==> config.mk <==
export PLATFORM = sky130hd
export DESIGN_NAME = i2c_mm_ctrl
export DESIGN_NICKNAME = d
export VERILOG_FILES = /design/src/rtl/i2c_mm_pkg.sv /design/src/rtl/i2c_mm_ctrl.sv
export SDC_FILE = /design/constraint.sdc
export NUM_CORES = 1
export LEC_CHECK = 0
export BUFFER_PORTS_ARGS = -buffer_cell sky130_fd_sc_hd__buf_4
export CAP_MARGIN = 20
export CORE_UTILIZATION = 40
export DETAILED_ROUTE_END_ITERATION = 10
export GPL_TIMING_DRIVEN = 0
export PLACE_DENSITY = 0.59
export SYNTH_ARGS = -nofsm -noshare
export SYNTH_HDL_FRONTEND = slang
export SYNTH_SLANG_ARGS = --single-unit
==> constraint.sdc <==
create_clock -name ref_clk -period 6 [get_ports ref_clk]
set_clock_uncertainty 0.15 [all_clocks]
set_input_delay 0.3 -clock ref_clk [delete_from_list [all_inputs] [get_ports ref_clk]]
set_output_delay 0.3 -clock ref_clk [all_outputs]
set_load 0.02 [all_outputs]
==> src/rtl/i2c_mm_pkg.sv <==
package i2c_mm_pkg;

   localparam int ADDR_W = 5;
   localparam int DATA_W = 16;

   // register offsets (byte addresses)
   localparam logic [4:0] OFF_SHIFT   = 5'h00;
   localparam logic [4:0] OFF_CONTROL = 5'h04;
   localparam logic [4:0] OFF_STATUS  = 5'h08;
   localparam logic [4:0] OFF_FLAG    = 5'h0C;
   localparam logic [4:0] OFF_CLKSEL  = 5'h10;
   localparam logic [4:0] OFF_OWNADR  = 5'h14;
   localparam logic [4:0] OFF_IRQSTAT = 5'h18;
   localparam logic [4:0] OFF_IRQMASK = 5'h1C;

   // control_reg fields
   localparam int CTL_START    = 0;
   localparam int CTL_STOP     = 1;
   localparam int CTL_ACK_EN   = 2;
   localparam int CTL_WAIT_SEL = 3;
   localparam int CTL_STOP_IE  = 4;
   localparam int CTL_WAIT_REL = 5;
   localparam int CTL_ENABLE   = 7;

   // bus_status_reg fields
   localparam int ST_ACK_DET   = 0;
   localparam int ST_START_DET = 1;
   localparam int ST_STOP_DET  = 2;
   localparam int ST_DIR       = 3;
   localparam int ST_ADR_MATCH = 4;
   localparam int ST_EXT_CODE  = 5;
   localparam int ST_MASTER    = 7;

   // bus_flag_reg fields
   localparam int FL_RSV_DIS   = 0;
   localparam int FL_NO_STOP   = 1;
   localparam int FL_BUSY      = 6;
   localparam int FL_START_REJ = 7;

   // clock_select_reg fields
   localparam int CS_DATA_LVL  = 0;
   localparam int CS_CLK_LVL   = 1;
   localparam int CS_DIV_LSB   = 8;

   // irq status / mask fields
   localparam int IRQ_XFER     = 0;
   localparam int IRQ_ARB      = 1;
   localparam int IRQ_REJECT   = 2;

   // reset values; divider plus one is half a bus clock period in ref_clk cycles
   localparam logic [7:0]  CTL_RST    = 8'h00;
   localparam logic [1:0]  FLAG_RST   = 2'h0;
   localparam logic [7:0]  DIV_RST    = 8'hFA;
   localparam logic [7:0]  OWNADR_RST = 8'h00;
   localparam logic [2:0]  IRQ_RST    = 3'h0;
   localparam logic [3:0]  BIT_ACK    = 4'h8;
   localparam logic [3:0]  BIT_LAST   = 4'h7;

   typedef struct packed {
      logic clk_low;
      logic dat_low;
   } line_drive_s;

   typedef enum logic [4:0] {
      S_IDLE  = 5'b00001,
      S_XFER  = 5'b00010,
      S_WAIT  = 5'b00100,
      S_START = 5'b01000,
      S_STOP  = 5'b10000
   } eng_state_e;

endpackage

==> src/rtl/i2c_mm_ctrl.sv <==
// The address-and-strobe port and the register addresses were left to the implementer.
`timescale 1ns/1ps
// What this block does
// - serial data register shifts on the bus clock falling edge after each of the eight data bits, not after the acknowledge bit
// - transmit bits leave through an output latch, most significant bit first
// - data line is sampled into the serial path on the bus clock rising edge of each of the eight data bits
// - master sends slave address, then direction bit, before data bytes
// - reservation on: start held until bus release; slave when addressed
// - slave transmitter sends while master acknowledges, stops on missing acknowledge
// - slave receiver withholds acknowledge after last byte; master then stops
// - stop detection raises transfer interrupt only with stop irq enable set
module i2c_mm_ctrl
   import i2c_mm_pkg::*;
(
   input  wire logic              ref_clk,
   input  wire logic              srst,
   input  wire logic [ADDR_W-1:0] reg_addr,
   input  wire logic [DATA_W-1:0] reg_wdata,
   input  wire logic              reg_wr,
   input  wire logic              reg_rd,
   output logic      [DATA_W-1:0] reg_rdata,
   input  wire logic              bus_clock_pin_in,
   output logic                   bus_clock_pin_out,
   output logic                   bus_clock_pin_oe,
   input  wire logic              bus_data_pin_in,
   output logic                   bus_data_pin_out,
   output logic                   bus_data_pin_oe,
   output logic                   transfer_irq
);

   ////////////////////////////////////////////////////////////////////////////////
   // storage

   logic [7:0]  ctl;
   logic [1:0]  flag_cfg;
   logic [7:0]  div_half;
   logic [7:0]  own_addr;
   logic [2:0]  irq_stat;
   logic [2:0]  irq_mask;
   logic [7:0]  div_cnt;
   logic        scl_m;
   logic        scl_q;
   logic        scl_d;
   logic        sda_m;
   logic        sda_q;
   logic        sda_d;
   eng_state_e  state;
   logic [1:0]  ph;
   logic [7:0]  shift_data_reg;
   logic        out_latch;
   logic        rx_bit;
   logic [3:0]  bit_cnt;
   logic        skip_fall;
   logic        addr_phase;
   logic        master_state_bit;
   logic        slave_on;
   logic        direction_bit;
   logic        ack_detect_flag;
   logic        start_detect_flag;
   logic        stop_detect_flag;
   logic        addr_match_flag;
   logic        ext_code_flag;
   logic        bus_busy_flag;
   logic        start_reject_flag;
   logic        start_request;
   logic        stop_request;
   logic        en_d;
   logic        evt_xfer;
   logic        evt_arb;
   logic        evt_rej;
   line_drive_s drv;

   ////////////////////////////////////////////////////////////////////////////////
   // decoding

   wire controller_enable          = ctl[CTL_ENABLE];
   wire ack_enable                 = ctl[CTL_ACK_EN];
   wire wait_timing_select         = ctl[CTL_WAIT_SEL];
   wire stop_irq_enable            = ctl[CTL_STOP_IE];
   wire reservation_disable        = flag_cfg[FL_RSV_DIS];
   wire start_without_stop_enable  = flag_cfg[FL_NO_STOP];

   wire wr_shift   = reg_wr & (reg_addr == OFF_SHIFT);
   wire wr_ctl     = reg_wr & (reg_addr == OFF_CONTROL);
   wire wr_flag    = reg_wr & (reg_addr == OFF_FLAG);
   wire wr_clksel  = reg_wr & (reg_addr == OFF_CLKSEL);
   wire wr_ownadr  = reg_wr & (reg_addr == OFF_OWNADR);
   wire wr_irqstat = reg_wr & (reg_addr == OFF_IRQSTAT);
   wire wr_irqmask = reg_wr & (reg_addr == OFF_IRQMASK);

   wire tick       = (div_cnt == 8'h00);
   wire scl_rise   = scl_q & ~scl_d;
   wire scl_fall   = ~scl_q & scl_d;
   wire start_seen = scl_q & scl_d & ~sda_q & sda_d;
   wire stop_seen  = scl_q & scl_d & sda_q & ~sda_d;
   wire bit_fall   = scl_fall & ~skip_fall;
   wire in_byte    = (bit_cnt < BIT_ACK);

   wire [7:0] shift_next = {shift_data_reg[6:0], rx_bit};
   wire addr_hit   = (shift_next[7:1] == own_addr[7:1]);
   wire ext_hit    = (shift_next[7:4] == 4'h0);
   wire last_fall  = bit_fall & (bit_cnt == BIT_LAST);
   wire ack_fall   = bit_fall & (bit_cnt == BIT_ACK);
   wire wait_hit   = wait_timing_select ? ack_fall : last_fall;
   wire to_slave   = addr_phase & last_fall & ~master_state_bit & addr_hit;
   wire part_now   = master_state_bit | slave_on | to_slave;

   // transmitter of the current byte: address byte always from the master
   wire tx_now = addr_phase ? master_state_bit
               : (master_state_bit ? direction_bit : slave_on & direction_bit);
   wire rx_now = addr_phase ? slave_on
               : (master_state_bit ? ~direction_bit : slave_on & ~direction_bit);
   wire drive_low = in_byte ? (tx_now & ~out_latch)
                            : (rx_now & ack_enable);
   wire slave_nak = ack_fall & slave_on & ~addr_phase & direction_bit
                  & ~ack_detect_flag;
   wire arb_lost  = scl_rise & in_byte & master_state_bit & tx_now
                  & out_latch & ~sda_q & (state == S_XFER);
   wire wait_free = wr_shift | (wr_ctl & reg_wdata[CTL_WAIT_REL]);

   wire [7:0] status_word = {master_state_bit, 1'b0, ext_code_flag, addr_match_flag,
                             direction_bit, stop_detect_flag, start_detect_flag,
                             ack_detect_flag};
   wire [7:0] flag_word   = {start_reject_flag, bus_busy_flag, 4'h0, flag_cfg};
   wire [7:0] ctl_word    = {ctl[7:6], 1'b0, ctl[4:2], stop_request, start_request};

   logic [DATA_W-1:0] rd_word;
   always_comb begin
      unique case (reg_addr)
         OFF_SHIFT:   rd_word = {8'h00, shift_data_reg};
         OFF_CONTROL: rd_word = {8'h00, ctl_word};
         OFF_STATUS:  rd_word = {8'h00, status_word};
         OFF_FLAG:    rd_word = {8'h00, flag_word};
         OFF_CLKSEL:  rd_word = {div_half, 6'h00, scl_q, sda_q};
         OFF_OWNADR:  rd_word = {8'h00, own_addr};
         OFF_IRQSTAT: rd_word = {13'h0000, irq_stat};
         OFF_IRQMASK: rd_word = {13'h0000, irq_mask};
         default:     rd_word = '0;
      endcase
   end

   ////////////////////////////////////////////////////////////////////////////////
   // register port and interrupt

   always_ff @(posedge ref_clk) begin
      if (srst) begin
         ctl      <= CTL_RST;
         flag_cfg <= FLAG_RST;
         div_half <= DIV_RST;
         own_addr <= OWNADR_RST;
         irq_mask <= IRQ_RST;
      end else begin
         if (wr_ctl) begin
            ctl <= {reg_wdata[7:6], 1'b0, reg_wdata[4:2], 2'b00};
         end
         if (wr_flag) begin
            flag_cfg <= reg_wdata[1:0];
         end
         if (wr_clksel) begin
            div_half <= reg_wdata[15:8];
         end
         if (wr_ownadr) begin
            own_addr <= {reg_wdata[7:1], 1'b0};
         end
         if (wr_irqmask) begin
            irq_mask <= reg_wdata[2:0];
         end
      end
   end

   // an event in the clearing cycle survives the clear
   always_ff @(posedge ref_clk) begin
      if (srst) begin
         irq_stat     <= IRQ_RST;
         transfer_irq <= 1'b0;
         reg_rdata    <= '0;
      end else begin
         irq_stat     <= (irq_stat & ~(wr_irqstat ? reg_wdata[2:0] : 3'h0))
                         | {evt_rej, evt_arb, evt_xfer};
         transfer_irq <= |(irq_stat & irq_mask);
         reg_rdata    <= reg_rd ? rd_word : '0;
      end
   end

   ////////////////////////////////////////////////////////////////////////////////
   // pin synchronisers and bus clock divider

   always_ff @(posedge ref_clk) begin
      if (srst) begin
         scl_m   <= 1'b1;
         scl_q   <= 1'b1;
         scl_d   <= 1'b1;
         sda_m   <= 1'b1;
         sda_q   <= 1'b1;
         sda_d   <= 1'b1;
         div_cnt <= DIV_RST;
      end else begin
         scl_m   <= bus_clock_pin_in;
         scl_q   <= scl_m;
         scl_d   <= scl_q;
         sda_m   <= bus_data_pin_in;
         sda_q   <= sda_m;
         sda_d   <= sda_q;
         div_cnt <= tick ? div_half : div_cnt - 8'h01;
      end
   end

   assign bus_clock_pin_out = 1'b0;
   assign bus_data_pin_out  = 1'b0;
   assign bus_clock_pin_oe  = drv.clk_low;
   assign bus_data_pin_oe   = drv.dat_low;

   ////////////////////////////////////////////////////////////////////////////////
   // bit and byte engine

   always_ff @(posedge ref_clk) begin
      evt_xfer <= 1'b0;
      evt_arb  <= 1'b0;
      evt_rej  <= 1'b0;
      en_d     <= controller_enable;
      if (srst | ~controller_enable) begin
         state             <= S_IDLE;
         ph                <= 2'h0;
         drv               <= '0;
         shift_data_reg    <= 8'h00;
         out_latch         <= 1'b1;
         rx_bit            <= 1'b1;
         bit_cnt           <= 4'h0;
         skip_fall         <= 1'b0;
         addr_phase        <= 1'b0;
         master_state_bit  <= 1'b0;
         slave_on          <= 1'b0;
         direction_bit     <= 1'b0;
         ack_detect_flag   <= 1'b0;
         start_detect_flag <= 1'b0;
         stop_detect_flag  <= 1'b0;
         addr_match_flag   <= 1'b0;
         ext_code_flag     <= 1'b0;
         bus_busy_flag     <= 1'b0;
         start_reject_flag <= 1'b0;
         start_request     <= 1'b0;
         stop_request      <= 1'b0;
      end else begin
         if (~en_d) begin
            bus_busy_flag <= ~start_without_stop_enable;
         end
         if (wr_ctl) begin
            start_request <= start_request | reg_wdata[CTL_START];
            stop_request  <= stop_request | reg_wdata[CTL_STOP];
            if (reg_wdata[CTL_START]) begin
               start_reject_flag <= 1'b0;
            end
         end
         if (scl_rise & in_byte) begin
            rx_bit <= sda_q;
         end
         if (scl_rise & ~in_byte) begin
            ack_detect_flag <= ~sda_q;
         end
         if (scl_fall) begin
            skip_fall <= 1'b0;
         end
         if (bit_fall) begin
            bit_cnt <= in_byte ? bit_cnt + 4'h1 : 4'h0;
            if (in_byte) begin
               shift_data_reg <= shift_next;
               out_latch      <= shift_data_reg[6];
            end
         end
         if (last_fall & addr_phase) begin
            addr_match_flag <= addr_hit;
            ext_code_flag   <= ext_hit;
            direction_bit   <= master_state_bit ? ~shift_next[0] : shift_next[0];
            if (to_slave) begin
               slave_on <= 1'b1;
            end
         end
         if (ack_fall) begin
            addr_phase <= 1'b0;
         end
         if (slave_nak) begin
            slave_on <= 1'b0;
            evt_xfer <= 1'b1;
         end
         if (wr_shift & (state != S_XFER)) begin
            shift_data_reg <= reg_wdata[7:0];
            out_latch      <= reg_wdata[7];
         end
         if (start_seen) begin
            start_detect_flag <= 1'b1;
            stop_detect_flag  <= 1'b0;
            bus_busy_flag     <= 1'b1;
            bit_cnt           <= 4'h0;
            skip_fall         <= 1'b1;
            addr_phase        <= 1'b1;
            slave_on          <= 1'b0;
         end
         if (stop_seen) begin
            stop_detect_flag  <= 1'b1;
            start_detect_flag <= 1'b0;
            bus_busy_flag     <= 1'b0;
            addr_phase        <= 1'b0;
            slave_on          <= 1'b0;
            evt_xfer          <= stop_irq_enable;
         end
         unique case (state)
            S_IDLE: begin
               drv <= '0;
               if (part_now & wait_hit) begin
                  state    <= S_WAIT;
                  evt_xfer <= 1'b1;
               end else if (to_slave) begin
                  state <= S_XFER;
               end else if (start_request & ~bus_busy_flag & ~stop_seen) begin
                  state <= S_START;
                  ph    <= 2'h0;
               end else if (start_request & bus_busy_flag & reservation_disable) begin
                  start_request     <= 1'b0;
                  start_reject_flag <= 1'b1;
                  evt_rej           <= 1'b1;
               end
            end
            S_XFER: begin
               drv.dat_low <= drive_low;
               if (master_state_bit & tick) begin
                  if (drv.clk_low) begin
                     drv.clk_low <= 1'b0;
                  end else if (scl_q) begin
                     drv.clk_low <= 1'b1;
                  end
               end else if (~master_state_bit) begin
                  drv.clk_low <= 1'b0;
               end
               if (stop_seen | slave_nak) begin
                  state            <= S_IDLE;
                  master_state_bit <= 1'b0;
               end else if (arb_lost) begin
                  master_state_bit <= 1'b0;
                  evt_arb          <= 1'b1;
                  state            <= S_IDLE;
               end else if (part_now & wait_hit) begin
                  state       <= S_WAIT;
                  drv.clk_low <= 1'b1;
                  evt_xfer    <= 1'b1;
               end else if (~part_now) begin
                  state <= S_IDLE;
               end
            end
            S_WAIT: begin
               drv.clk_low <= 1'b1;
               drv.dat_low <= drive_low;
               if (stop_seen) begin
                  state <= S_IDLE;
               end else if (master_state_bit & stop_request) begin
                  state <= S_STOP;
                  ph    <= 2'h0;
               end else if (master_state_bit & start_request) begin
                  state <= S_START;
                  ph    <= 2'h0;
               end else if (wait_free) begin
                  state       <= S_XFER;
                  drv.clk_low <= 1'b0;
               end
            end
            S_START: begin
               unique case (ph)
                  2'h0: begin
                     drv.dat_low <= 1'b0;
                     if (tick) begin
                        ph <= 2'h1;
                     end
                  end
                  2'h1: begin
                     drv.clk_low <= 1'b0;
                     if (tick & scl_q & sda_q) begin
                        ph <= 2'h2;
                     end
                  end
                  2'h2: begin
                     drv.dat_low <= 1'b1;
                     if (tick) begin
                        ph <= 2'h3;
                     end
                  end
                  2'h3: begin
                     drv.clk_low <= 1'b1;
                     if (tick) begin
                        master_state_bit <= 1'b1;
                        start_request    <= 1'b0;
                        state            <= S_WAIT;
                     end
                  end
               endcase
            end
            S_STOP: begin
               unique case (ph)
                  2'h0: begin
                     drv.dat_low <= 1'b1;
                     if (tick) begin
                        ph <= 2'h1;
                     end
                  end
                  2'h1: begin
                     drv.clk_low <= 1'b0;
                     if (tick & scl_q) begin
                        ph <= 2'h2;
                     end
                  end
                  default: begin
                     drv.dat_low      <= 1'b0;
                     master_state_bit <= 1'b0;
                     stop_request     <= 1'b0;
                     state            <= S_IDLE;
                  end
               endcase
            end
         endcase
      end
   end

endmodule

== Yosys cells after proc, flatten, opt, wreduce, memory -nomap -nowiden ==
Index checks and enable logic that the tools add are counted.

* Word-level logic and storage cells: 289
* Input bits: 27
* Register bits: 100

* Order comparisons: 1
* Reduce and logical (&&, ||, !) cells: 26
* Equality and inequality tests: 41
* Add/subtract/negate cells: 2
* Bitwise operators: 77
* Multiplexer cells: 101

{| class="wikitable"
|+ Operator list
! kind !! number
|-
| $pmux 16 s8 || 1
|-
| $mux 5 || 14
|-
| $mux 1 || 59
|-
| $and 1x1->1 || 47
|-
| $mux 8 || 4
|-
| $eq 5x5->1 const B || 5
|-
| $pmux 5 s5 || 1
|-
| $mux 2 || 10
|-
| $not 1->1 || 19
|-
| $ne 2x2->1 const B || 9
|-
| $eq 5x4->1 const B || 3
|-
| $ne 3x3->1 const B || 5
|-
| $reduce_and 11->1 || 1
|-
| $eq 5x3->1 const B || 2
|-
| $pmux 1 s2 || 5
|-
| $pmux 2 s5 || 1
|-
| $reduce_bool 2->1 || 5
|-
| $ne 3x2->1 const B || 3
|-
| $logic_not 8->1 || 1
|-
| $pmux 2 s4 || 1
|-
| $reduce_and 2->1 || 4
|-
| $reduce_or 2->1 || 4
|-
| $sub 8x1->8 const B || 1
|-
| $eq 7x7->1 || 1
|-
| 33 further kinds || 42
|}

== Depth between registers and ports, before layout ==
Gate-level depths: netlist (run 1).

* Depth in word-level cells: 14
* Gate-level depth with buffers: 8

== Worst setup path after synthesis (run 1) ==
OpenSTA, ideal clock, no wires.

* Path type: reg2reg
* Start: register scl_q
* End: register start_request
* Path slack: 3,610 ps
* Required time: 5,718 ps
* Arrival: 2,108 ps
* Stages on the path, launching flop included: 8
* Clock period less this slack: 2,390 ps
* Path buffers: 1
* Cell sequence: dfxtp_1 > buf_4 > or3b_1 > or4_4 > and3_4 > a2111o_1 > a21oi_1 > nor3_1

* Word-level cells in the longest chain between the ends: 11

{| class="wikitable"
|+ Ends and longest elaborated chain
! element !! line !! source
|-
| start, declared || i2c_mm_ctrl.sv:42 || <nowiki>logic scl_q;</nowiki>
|-
| start signal, assigned || i2c_mm_ctrl.sv:199 || <nowiki>scl_q <= scl_m;</nowiki>
|-
| $not 1->1 || i2c_mm_ctrl.sv:93 || <nowiki>wire scl_fall = ~scl_q & scl_d;</nowiki>
|-
| $and 1x1->1 || i2c_mm_ctrl.sv:93 ||
|-
| $and 1x1->1 || i2c_mm_ctrl.sv:96 || <nowiki>wire bit_fall = scl_fall & ~skip_fall;</nowiki>
|-
| $and 1x1->1 || i2c_mm_ctrl.sv:102 || <nowiki>wire last_fall = bit_fall & (bit_cnt == BIT_LAST);</nowiki>
|-
| $and 1x1->1 (3 in a row) || i2c_mm_ctrl.sv:105 || <nowiki>wire to_slave = addr_phase & last_fall & ~master_state_bit & addr_hit;</nowiki>
|-
| $or 1x1->1 || i2c_mm_ctrl.sv:106 || <nowiki>wire part_now = master_state_bit | slave_on | to_slave;</nowiki>
|-
| $and 1x1->1 || i2c_mm_ctrl.sv:309 || <nowiki>if (part_now & wait_hit) begin</nowiki>
|-
| $mux 1 * || i2c_mm_ctrl.sv:309 ||
|-
| $pmux 1 s2 * || i2c_mm_ctrl.sv:306 || <nowiki>unique case (state)</nowiki>
|-
| end signal, assigned || i2c_mm_ctrl.sv:248 || <nowiki>start_request <= start_request | reg_wdata[CTL_START];</nowiki>
|-
| end, declared || i2c_mm_ctrl.sv:65 || <nowiki>logic start_request;</nowiki>
|}

Every way passes the cells marked *; elsewhere a longest branch is shown, timed or not.
A chain may end at the register's enable or synchronous reset.

== Final worst setup path (run 1) ==
* Start: register scl_d
* End: register state[0]

* Word-level cells in the longest chain between the ends: 12

{| class="wikitable"
|+ Ends and longest elaborated chain
! element !! line !! source
|-
| start, declared || i2c_mm_ctrl.sv:43 || <nowiki>logic scl_d;</nowiki>
|-
| start signal, assigned || i2c_mm_ctrl.sv:200 || <nowiki>scl_d <= scl_q;</nowiki>
|-
| $and 1x1->1 || i2c_mm_ctrl.sv:93 ||
|-
| $and 1x1->1 || i2c_mm_ctrl.sv:96 ||
|-
| $and 1x1->1 || i2c_mm_ctrl.sv:102 ||
|-
| $and 1x1->1 (3 in a row) || i2c_mm_ctrl.sv:105 ||
|-
| $or 1x1->1 || i2c_mm_ctrl.sv:106 ||
|-
| $and 1x1->1 || i2c_mm_ctrl.sv:309, i2c_mm_ctrl.sv:341 ||
|-
| $mux 5 || i2c_mm_ctrl.sv:341 || <nowiki>end else if (part_now & wait_hit) begin</nowiki>
|-
| $mux 5 || i2c_mm_ctrl.sv:337 || <nowiki>end else if (arb_lost) begin</nowiki>
|-
| $mux 5 || i2c_mm_ctrl.sv:334 || <nowiki>if (stop_seen | slave_nak) begin</nowiki>
|-
| $pmux 5 s5 || i2c_mm_ctrl.sv:306 ||
|-
| end signal, assigned || i2c_mm_ctrl.sv:335 || <nowiki>state <= S_IDLE;</nowiki>
|-
| end signal, assigned || i2c_mm_ctrl.sv:340 || <nowiki>state <= S_IDLE;</nowiki>
|-
| end signal, assigned || i2c_mm_ctrl.sv:342 || <nowiki>state <= S_WAIT;</nowiki>
|-
| end, declared || i2c_mm_ctrl.sv:47 || <nowiki>eng_state_e state;</nowiki>
|}

Several ways; a longest one is shown, not always the timed one.

==> impl_metrics.csv, run 1 <==
group,metric,value,unit
status,status,"completed",
timing,fin_crit_sh,0.466,
timing,grt_setup_unrepaired,"false",
timing,fin_ws,3.20,ns
cells_and_area,postLayoutCellArea,5650,sq um
clocking,clockBufferDepth,2,
grt,grt_remaining_overflow,0,
die,fp-row-count,39,
clocking,clock_latency,0.35,ns
synth,synth_enable_flop_cells,0,
drt,overall_via_count_from_detail_route,4568,
worst_setup_path,cp_data_required_time,6.05,ns
timing,achievable-frequency,358,MHz
synth,area_of_the_mapped_netlist,4790,sq um
die,design.die.area,12400,sq um
timing,fin_setup_tns,0,ns
die,floorplan.io_pins,48,
die,die-height,111,um
worst_setup_path,cp-end-kind,"flop",
grt,grt_antenna_before_repair,0,
clocking,clkSinkCount,100,
drt,drt_iter0_drc,336,
worst_setup_path,timing.critical_path.from_type,"flop",
drt,routed_wire_length_per_instance,17.5,um
grt,grt.total_usage,0.231,
placed_design,gpl.final_weighted_congestion,0.891,
cells_and_area,design.final.nets,691,
power,intPower,1.03,mW
timing,maxSlewHeadroom,0.419,
placed_design,hpwlAfterDp,10.5,mm
cells_and_area,finalCoreUtilization,0.488,
cells_and_area,layout.filler_cells,1125,
placed_design,placement.cell_area,5310,sq um
grt,grt_max_degree,18,
power,share_comb_of_total_power,0.058,
drt,via_per_inst,5.68,
power,power.ir.vdd_worst,0.000202,V
die,fp.dieW,111,um
timing,finalSetupViolations,0,
synth,synth.yosys.seq_area_share,0.418,
power,leakage,2.01,nW
worst_setup_path,cells_along_the_critical_path,"nor3b_2, nand4_2, o31ai_1, nand3_1, a21oi_1, o211ai_1",
worst_setup_path,r2r_slack,3.20,ns
worst_setup_path,timing_worst_setup_path_type,"flop to flop",
placed_design,detailedPlace.worstSlack,3.29,ns
cells_and_area,largest_reg_flops,16,
synth,synthArstFlopShare,0,
die,core_region_area,11600,sq um
clocking,postCtsHoldBufs,3,
power,power.switching,0.314,mW
die,start_util,0.414,
power,pwr_total,1.34,mW
worst_setup_path,slowest_delay,0.59,ns
timing,report.final.slew_viol_count,0,
cells_and_area,drive_above_1_share,0.124,
grt,grt_pass1_wl,22.2,mm
timing,hold_violations,0,
placed_design,place.port_buffers,43,
clocking,cts_max_level,3,
drt,detail_route.wirelength,14.0,mm
min_path,hold_wc_path_type,"input port to flop",
cells_and_area,diode_insertion_count_for_antenna_repair,0,
power,p_per_area,238,nW/um^2
drt,drc,0,
worst_setup_path,arrival_time_at_the_worst_endpoint,2.85,ns
synth,synth_seq_cells,100,
power,p_clk_frac,0.438,
flow_run,maxCapViolations,0,
grt,grt_pass1_vias,4152,
power,sequentialPowerShare,0.504,
clocking,clk_transition_reported_paths,0.07,ns
clocking,tritoncts,"built",
clocking,postCtsResizedCells,0,
clocking,postCtsSetupBuffers,0,
worst_setup_path,timing.critical_path.slowest_stage_cell,"sky130_fd_sc_hd__o31ai_1",
cells_and_area,area.growth.synth_to_final,17.9,%
synth,yosys_most_used_dff,"sky130_fd_sc_hd__dfxtp_1",
synth,synthesis.instances,596,
drt,detail-route-antenna-nets,0,
synth,yosys_synthesis_warning_count,0,
clocking,cts_inserted_buffers,9,
drt,drt-pass1-iter-count,7,
cells_and_area,top_register,"reg_rdata",
clocking,cts_root_buf,"sky130_fd_sc_hd__clkbuf_16",
power,sw_frac_of_total,0.234,
timing,timing.final.crit_period,2.80,ns
synth,synth.lib_cells_used.distinct,65,
synth,synth.avg_cell_area,8.03,sq um
worst_setup_path,maximum_fanout_along_the_worst_path,9,
timing,max_slew.worst_pin.slew,0.864,ns
-- layer usage --
layer	part of all wire	track usage	vias up
met5	0	0	-
met4	0.023	0.0766	0
met3	0.056	0.0539	19
met2	0.45	0.356	146
met1	0.47	0.319	2151
li1	-	-	2252
-- cells in the mapped netlist, drive strengths merged (4+ instances only) --
| master | number | share of area |
|---|---|---|
| nand3b | 8 | 0.013 |
| or3 | 6 | 0.0078 |
| a311oi | 10 | 0.020 |
| nor2b | 8 | 0.010 |
| and3 | 4 | 0.0063 |
| nor3 | 11 | 0.011 |
| a22oi | 14 | 0.022 |
| or2 | 8 | 0.010 |
| xor2 | 4 | 0.0073 |
| or4 | 6 | 0.011 |
| ha | 8 | 0.021 |
| a211oi | 5 | 0.0078 |
| o22ai | 4 | 0.0052 |
| xnor2 | 9 | 0.016 |
| nand3 | 25 | 0.026 |
| buf | 4 | 0.0055 |
| nand2 | 88 | 0.069 |
| o211ai | 6 | 0.0094 |
| o21ai | 19 | 0.020 |
| nor4 | 6 | 0.0078 |
| nor2 | 70 | 0.055 |
| inv | 11 | 0.0086 |
| nand4 | 8 | 0.012 |
| o31ai | 4 | 0.0063 |
| dfxtp | 100 | 0.42 |
| and2 | 8 | 0.010 |
| a21oi | 63 | 0.067 |
| clkbuf | 23 | 0.018 |
| nand2b | 11 | 0.014 |
-- final timing paths --
check             cells past startpoint                  endpoint             start
hold / removal                        3  div_half[4]$_SDFFE_PP1P_     reg_wdata[12]
setup reg to reg                      6     state[0]$_SDFFE_PP1P_  scl_d$_SDFF_PP1_
hold reg to reg                       1          scl_q$_SDFF_PP1_  scl_m$_SDFF_PP1_
setup / recovery                      6     state[0]$_SDFFE_PP1P_  scl_d$_SDFF_PP1_
-- through the flow --
| stage | hold WS, ns | instances |
|---|---|---|
| final | 0.00478 | 804 |
| after global routing | 0.00683 | 804 |
| after CTS | 0.000533 | 803 |
| after detailed placement | 0.254 | 784 |
| after global placement | 0.245 | 783 |
| after floorplan | 0.222 | 597 |
-- cell usage in the layout (no fill, tap or decap), types with 5 or more instances in the layout --
cell type | synthesis | layout
sky130_fd_sc_hd__nand4_1 | 7 | 7
sky130_fd_sc_hd__nand2_1 | 88 | 88
sky130_fd_sc_hd__and2_1 | 8 | 8
sky130_fd_sc_hd__inv_1 | 11 | 11
sky130_fd_sc_hd__o211ai_1 | 6 | 6
sky130_fd_sc_hd__nand2b_1 | 11 | 11
sky130_fd_sc_hd__a211oi_1 | 5 | 5
sky130_fd_sc_hd__a21oi_1 | 62 | 62
sky130_fd_sc_hd__clkbuf_16 | 0 | 9
sky130_fd_sc_hd__a311oi_1 | 9 | 9
sky130_fd_sc_hd__a22oi_1 | 14 | 14
sky130_fd_sc_hd__or3_1 | 6 | 6
sky130_fd_sc_hd__or2_2 | 7 | 7
sky130_fd_sc_hd__dfxtp_1 | 100 | 100
sky130_fd_sc_hd__ha_1 | 8 | 8
sky130_fd_sc_hd__buf_4 | 3 | 47
sky130_fd_sc_hd__nor4_1 | 6 | 5
sky130_fd_sc_hd__nand3b_1 | 8 | 8
sky130_fd_sc_hd__o21ai_0 | 18 | 18
sky130_fd_sc_hd__xnor2_1 | 9 | 9
sky130_fd_sc_hd__nor3_1 | 11 | 11
sky130_fd_sc_hd__nor2_1 | 70 | 70
sky130_fd_sc_hd__nand3_1 | 25 | 25
sky130_fd_sc_hd__clkbuf_1 | 23 | 24
sky130_fd_sc_hd__nor2b_1 | 8 | 8
-- power groups by stage --
stage                     Clock [mW]  Combinational (mW)  Sequential [mW]
after floorplan                    0              0.0413            0.691
after global placement             0              0.0733            0.692
after detailed placement           0              0.0745            0.692
after CTS                      0.602              0.0763            0.677
after global routing           0.632              0.0842            0.678
final                          0.588              0.0774            0.677
-- kinds of logic after synthesis --
family | count (synthesis) | synth area share
mux | 5 | 0.0112
compound gates | 147 | 0.195
simple gates | 284 | 0.298
flops | 100 | 0.418
xor+xnor | 13 | 0.0238
fa+ha+maj | 8 | 0.0209
buf+inv | 38 | 0.0321
other cells | 1 | 0.000783
-- area by class of cell --
type                            count  area, sq um  area share
Inverter                           11         41.3     0.00731
Multi-Input combinational cell    459         2640       0.468
Clock inverter                      6         70.1      0.0124
Sequential cell                   100         2000       0.355
Tap cell                          143          179      0.0317
Timing Repair Buffer               48          370      0.0656
Clock buffer                       10          229      0.0405
Buffer                             27          113      0.0199
-- worst max-delay path, delay by kind of cell, from the launching register on --
| kind | cells | cell delay, ns |
|---|---|---|
| AND/OR/NAND/NOR | 3 | 1.13 |
| AO/OA/AOI/OAI | 3 | 0.92 |
| flip-flops | 1 | 0.44 |
Note: power is estimated with default switching activity, not from simulation.
==> run 2: changes to the inputs <==
Settings changed: ABC_AREA from default to 1, PLACE_DENSITY 0.59 to 0.61.
Clock period 6 ns to 2.4 ns, I/O delays scaled along.
==> run 2 against run 1 <==
Net effect: largest cell class unchanged; utilization increased by 0.92 points; sequential power increased by 150%; largest power group unchanged; cell count increased by 12%; setup slack got worse by 3.0 ns; global-route usage decreased by 0.48 points; non-clock buffer count increased by 8; clock-buffer cell count decreased by 1; sequential share of layout area decreased by 1.8 points; critical path depth unchanged; wire length decreased by 2.9%.
==> impl_metrics.csv, run 2 <==
group,metric,value,unit
clocking,postCtsSetupBuffers,0,
cells_and_area,largest_reg_flops,16,
worst_setup_path,reg2reg_from,"ctl[7]$_SDFFE_PP0N_",
cells_and_area,drive_above_1_share,0.166,
cells_and_area,diode_insertion_count_for_antenna_repair,0,
flow_run,maxCapViolations,0,
worst_setup_path,arrival_time_at_the_worst_endpoint,2.24,ns
power,p_per_area,575,nW/um^2
synth,yosys_most_used_dff,"sky130_fd_sc_hd__dfxtp_1",
min_path,min-delay-start,"reg_wr",
die,die-height,113,um
die,fp-row-count,40,
power,leakage,2.52,nW
synth,synth.avg_cell_area,7.31,sq um
synth,top_cell_type_s_share_of_synthesized_area,0.408,
worst_setup_path,r2r_slack,0.38,ns
die,core_region_area,12000,sq um
die,floorplan.io_pins,48,
timing,max_slew.worst_pin.slew,0.677,ns
die,fp.dieW,113,um
cells_and_area,area.growth.synth_to_final,21.4,%
timing,report.final.slew_viol_count,0,
grt,grt_remaining_overflow,0,
timing,fin_crit_sh,0.896,
min_path,worst_hold_path.endpoint,"irq_stat[1]$_SDFF_PP0_",
synth,synth.yosys.seq_area_share,0.408,
grt,grt_pass1_vias,4541,
timing,finalSetupViolations,0,
power,power.ir.vdd_worst,0.000324,V
grt,grt_antenna_before_repair,0,
synth,post-synth-top-area-cell,"sky130_fd_sc_hd__dfxtp_1",
grt,grt_pass1_wl,22.4,mm
cells_and_area,finalCoreUtilization,0.497,
drt,drt-pass1-iter-count,7,
synth,area_of_the_mapped_netlist,4900,sq um
timing,timing.final.crit_period,2.15,ns
clocking,tritoncts,"built",
synth,synthArstFlopShare,0,
worst_setup_path,timing.reg2reg.worst_path_depth,5,
placed_design,placement.cell_area,5410,sq um
worst_setup_path,cp-end-kind,"flop",
timing,fin_setup_tns,0,ns
clocking,cts_max_level,3,
clocking,cts_root_buf,"sky130_fd_sc_hd__clkbuf_16",
drt,drt_iter0_drc,444,
clocking,clock_latency,0.36,ns
drt,detail_route.wirelength,13.6,mm
cells_and_area,mostFrequentLayoutCell,"sky130_fd_sc_hd__nand2_1",
grt,grt.total_usage,0.226,
synth,synth_enable_flop_cells,0,
synth,synthMostInstantiatedCell,"sky130_fd_sc_hd__nand2_1",
synth,yosys_synthesis_warning_count,0,
placed_design,place.port_buffers,43,
worst_setup_path,timing_worst_setup_path_type,"input port to flop",
worst_setup_path,cp_data_required_time,2.49,ns
cells_and_area,postLayoutCellArea,5950,sq um
drt,overall_via_count_from_detail_route,4747,
die,design.die.area,12700,sq um
status,status,"completed",
drt,detail-route-antenna-nets,0,
drt,via_per_inst,5.27,
drt,drc,0,
timing,maxSlewHeadroom,0.549,
timing,achievable-frequency,465,MHz
cells_and_area,design.final.nets,784,
clocking,clk_transition_reported_paths,0.07,ns
synth,synthTopCellsByCount,"sky130_fd_sc_hd__nand2_1, sky130_fd_sc_hd__dfxtp_1, sky130_fd_sc_hd__inv_1",
timing,grt_setup_unrepaired,"false",
synth,synth.lib_cells_used.distinct,46,
cells_and_area,top_register,"reg_rdata",
placed_design,gpl.final_weighted_congestion,0.915,
clocking,cts_inserted_buffers,9,
worst_setup_path,reg2reg_to,"evt_xfer$_SDFF_PP0_",
grt,grt_max_degree,19,
synth,largest_cells_by_area_after_synthesis,"sky130_fd_sc_hd__dfxtp_1, sky130_fd_sc_hd__nand2_1, sky130_fd_sc_hd__inv_1",
cells_and_area,most_used_cells_in_the_layout_excluding_fill_and_tap_cells,"sky130_fd_sc_hd__nand2_1, sky130_fd_sc_hd__dfxtp_1, sky130_fd_sc_hd__inv_1",
clocking,clockBufferDepth,2,
synth,synthesis.instances,671,
synth,synth_seq_cells,100,
worst_setup_path,setup.worst_path.start,"srst",
drt,routed_wire_length_per_instance,15.1,um
worst_setup_path,timing.critical_path.from_type,"input port",
worst_setup_path,maximum_fanout_along_the_worst_path,10,
min_path,worstHoldPathCells,4,
die,start_util,0.410,
min_path,hold_wc_path_type,"input port to flop",
clocking,clkSinkCount,100,
placed_design,hpwlAfterDp,10.2,mm
timing,hold_violations,0,
[run 2: what timing repair did]
| action | 4_1_cts | 5_1_grt |
|---|---|---|
| setup endpoints to repair | 0 | 0 |
| resized for setup | 0 | 0 |
| endpoints found under the hold margin | 40 | 0 |
| hold buffers | 23 | 0 |
[run 2: worst max-delay path: stages]
cell and delay (ns):
sky130_fd_sc_hd__dlygate4sd3_1 0.53, sky130_fd_sc_hd__buf_2 0.19, sky130_fd_sc_hd__nor2_2 0.43, sky130_fd_sc_hd__inv_1 0.22, sky130_fd_sc_hd__buf_1 0.36, sky130_fd_sc_hd__a21oi_1 0.38
[run 2: worst max-delay path by stage]
stage / end / slack, ns / depth (start not counted)
finish: evt_xfer$_SDFF_PP0_ / 0.25 / 6
global route: evt_xfer$_SDFF_PP0_ / 0.18 / 6
CTS: evt_xfer$_SDFF_PP0_ / 0.30 / 6
detailed placement: state[0]$_SDFFE_PP1P_ / 0.43 / 12
global placement: evt_xfer$_SDFF_PP0_ / 0.45 / 5
floorplan: state[2]$_SDFFE_PP0P_ / 0.69 / 12
[run 2: kinds of logic (layout without fill, tap and decap cells)]
kind of cell,Yosys count,count (layout),share of synthesized area
AND/OR/NAND/NOR,264,264,0.265
AO/OA/AOI/OAI,170,170,0.194
buffers and inverters,119,201,0.0949
flip-flops,100,100,0.408
XOR/XNOR,9,9,0.0161
adder cells (fa/ha/maj),8,8,0.0204
other,1,2,0.000765
[run 2: area by class of cell]
type,count,area (sq um)
Fill cell,1196,6010
Multi-Input combinational cell,453,2440
Sequential cell,100,2000
Timing Repair Buffer,66,553
Inverter,102,383
Clock buffer,9,225
Tap cell,147,184
Buffer,17,82.6
Clock inverter,7,81.3
[run 2: report_power, final]
group          switching [mW]  internal [mW]  leakage [nW]  total, mW
logic                   0.121         0.0925          1.57      0.213
registers              0.0133           1.68         0.809       1.69
clock network           0.695          0.825         0.146       1.52
total                   0.829           2.59          2.52       3.42
[run 2: routing by layer]
metal,GRT usage,routed length [um],vias to the layer above
li1,-,-,2367
met1,0.288,6260,2207
met2,0.378,6330,147
met3,0.0552,773,26
met4,0.0720,267,0
met5,0,0,-
[run 2: stage by stage]
step                      hold slack (ns)  setup slack [ns]  cells  power [mW]
final                              0.0703             0.250    901        3.42
after global routing                0.101             0.179    901        3.53
after CTS                          0.0616             0.296    901        3.44
after detailed placement            0.161             0.432    862        1.91
after global placement              0.156             0.452    862        1.91
after floorplan                    0.0738             0.686    672        1.83
==> run 3: changes to the inputs <==
Settings changed: ABC_CLOCK_PERIOD_IN_PS from default to 2400, CAP_MARGIN 20 to default, SETUP_SLACK_MARGIN from default to 0.3.
==> run 3 against run 2 <==
Net effect: total power barely moved; first-iteration DRC count is 2.5% lower; sequential share of layout area is 0.057 points lower; utilization up 0.12 points; setup slack gained 0.14 ns; non-clock buffer count did not move; largest power group unchanged; highest routed layer unchanged.
==> impl_metrics.csv, run 3 (synthesis results as in run 2) <==
group,metric,value,unit
drt,top_layer_used,"met4",
worst_setup_path,timing.reg2reg.worst_path_depth,5,
die,die-height,113,um
flow_run,maxCapViolations,0,
die,core_region_area,12000,sq um
drt,drt-pass1-iter-count,7,
status,status,"completed",
clocking,cts_root_buf,"sky130_fd_sc_hd__clkbuf_16",
drt,overall_via_count_from_detail_route,4743,
cells_and_area,top_register,"reg_rdata",
worst_setup_path,reg2reg_from,"ctl[7]$_SDFFE_PP0N_",
worst_setup_path,timing.critical_path.from_type,"flop",
grt,grt_antenna_before_repair,0,
grt,grt.total_usage,0.227,
worst_setup_path,crit_path_frequent_cell,"sky130_fd_sc_hd__inv_1",
die,start_util,0.410,
timing,maxSlewHeadroom,0.558,
clocking,cts_inserted_buffers,9,
die,fp.dieW,113,um
worst_setup_path,slowest_delay,0.40,ns
placed_design,gpl.final_weighted_congestion,0.915,
drt,drt_iter0_drc,433,
drt,detail-route-antenna-nets,0,
cells_and_area,diode_insertion_count_for_antenna_repair,0,
drt,wl_met2,6.49,mm
timing,timing.final.crit_period,2.01,ns
power,pwr_total,3.42,mW
cells_and_area,drive_above_1_share,0.168,
worst_setup_path,timing_worst_setup_path_type,"flop to flop",
cells_and_area,largest_reg_flops,16,
min_path,min-delay-start,"reg_wr",
drt,routed_metal_1_wirelength,6.18,mm
worst_setup_path,reg2reg_to,"evt_xfer$_SDFF_PP0_",
clocking,cts_max_level,3,
grt,grt_max_degree,19,
timing,finalSetupViolations,0,
cells_and_area,area.growth.synth_to_final,21.6,%
min_path,hold_wc_path_type,"input port to flop",
grt,grt_pass1_wl,22.5,mm
drt,via_per_inst,5.26,
clocking,postCtsSetupBuffers,0,
worst_setup_path,cells_along_the_critical_path,"inv_1, nor2_2, inv_1, buf_1, a21oi_1",
power,leakage,2.54,nW
worst_setup_path,arrival_time_at_the_worst_endpoint,2.10,ns
grt,grt_remaining_overflow,0,
cells_and_area,finalCoreUtilization,0.499,
clocking,clkSinkCount,100,
power,power.ir.vdd_worst,0.000321,V
worst_setup_path,timing.critical_path.slowest_stage_cell,"sky130_fd_sc_hd__nor2_2",
timing,grt_setup_unrepaired,"false",
grt,grt_pass1_vias,4530,
worst_setup_path,r2r_slack,0.39,ns
worst_setup_path,maximum_fanout_along_the_worst_path,10,
power,p_per_area,574,nW/um^2
min_path,worstHoldPathCells,4,
worst_setup_path,cp_data_required_time,2.49,ns
die,design.die.area,12700,sq um
timing,report.final.slew_viol_count,0,
clocking,clockBufferDepth,2,
placed_design,place.port_buffers,43,
cells_and_area,mostFrequentLayoutCell,"sky130_fd_sc_hd__nand2_1",
timing,max_slew.worst_pin.slew,0.663,ns
timing,fin_crit_sh,0.838,
die,fp-row-count,40,
timing,achievable-frequency,497,MHz
cells_and_area,most_used_cells_in_the_layout_excluding_fill_and_tap_cells,"sky130_fd_sc_hd__nand2_1, sky130_fd_sc_hd__dfxtp_1, sky130_fd_sc_hd__inv_1",
drt,drc,0,
worst_setup_path,cp-end-kind,"flop",
drt,detailroute.wirelength.met3,777,um
timing,hold_violations,0,
placed_design,hpwlAfterDp,10.2,mm
clocking,clock_latency,0.36,ns
clocking,tritoncts,"built",
drt,routed_wire_length_per_instance,15.2,um
min_path,worst_hold_path.endpoint,"irq_stat[1]$_SDFF_PP0_",
cells_and_area,design.final.nets,784,
clocking,clk_transition_reported_paths,0.07,ns
drt,detail_route.wirelength,13.7,mm
die,floorplan.io_pins,48,
timing,fin_setup_tns,0,ns
-- run 3: repair_timing --
action                                 4_1_cts  5_1_grt
endpoints found under the hold margin       40        0
setup endpoints to repair                    0       10
gates resized for setup                      0        5
hold buffers                                23        0
-- run 3: metrics by stage --
stage	worst slack, ns	instances	instance area [sq um]	hold slack (ns)
final	0.390	901	5960	0.0739
after global routing	0.301	901	5960	0.101
after CTS	0.419	901	5950	0.0616
after detailed placement	0.432	862	5410	0.161
after global placement	0.452	862	5410	0.156
after floorplan	0.686	672	4910	0.0738
-- run 3: worst max-delay path: cells and delay by family, from the launching register on --
kind / cells / cell delay (ns)
AOI/OAI and AO/OA: 1 / 0.37
DFF: 1 / 0.32
and+or+nand+nor: 1 / 0.40
buffers and inverters: 3 / 0.65
-- run 3: report_power, final --
part	total [mW]	leakage [nW]	switching [mW]	internal (mW)
clock network	1.52	0.146	0.692	0.825
registers	1.69	0.809	0.0131	1.68
logic	0.214	1.58	0.122	0.0925
total	3.42	2.54	0.827	2.59
-- run 3: how the worst max path moves through the flow --
stage / start / endpoint / slack [ns]
floorplan: bit_cnt[0]$_SDFFE_PP0N_ / state[2]$_SDFFE_PP0P_ / 0.69
global placement: ctl[7]$_SDFFE_PP0N_ / evt_xfer$_SDFF_PP0_ / 0.45
detailed placement: bit_cnt[0]$_SDFFE_PP0N_ / state[0]$_SDFFE_PP1P_ / 0.43
CTS: div_cnt[0]$_SDFF_PP0_ / ph[0]$_SDFFE_PP0P_ / 0.42
global route: ctl[7]$_SDFFE_PP0N_ / evt_xfer$_SDFF_PP0_ / 0.30
finish: ctl[7]$_SDFFE_PP0N_ / evt_xfer$_SDFF_PP0_ / 0.39
-- run 3: area by class of cell --
cell class | count | area (sq um)
Buffer | 17 | 82.6
Clock inverter | 7 | 81.3
Tap cell | 147 | 184
Clock buffer | 9 | 225
Multi-Input combinational cell | 453 | 2450
Inverter | 102 | 383
Fill cell | 1192 | 6000
Timing Repair Buffer | 66 | 553
Sequential cell | 100 | 2000
-- run 3: routing by layer --
| layer | vias up | GRT usage |
|---|---|---|
| met5 | - | 0 |
| met4 | 0 | 0.0676 |
| met3 | 27 | 0.0552 |
| met2 | 142 | 0.383 |
| met1 | 2207 | 0.289 |
| li1 | 2367 | - |
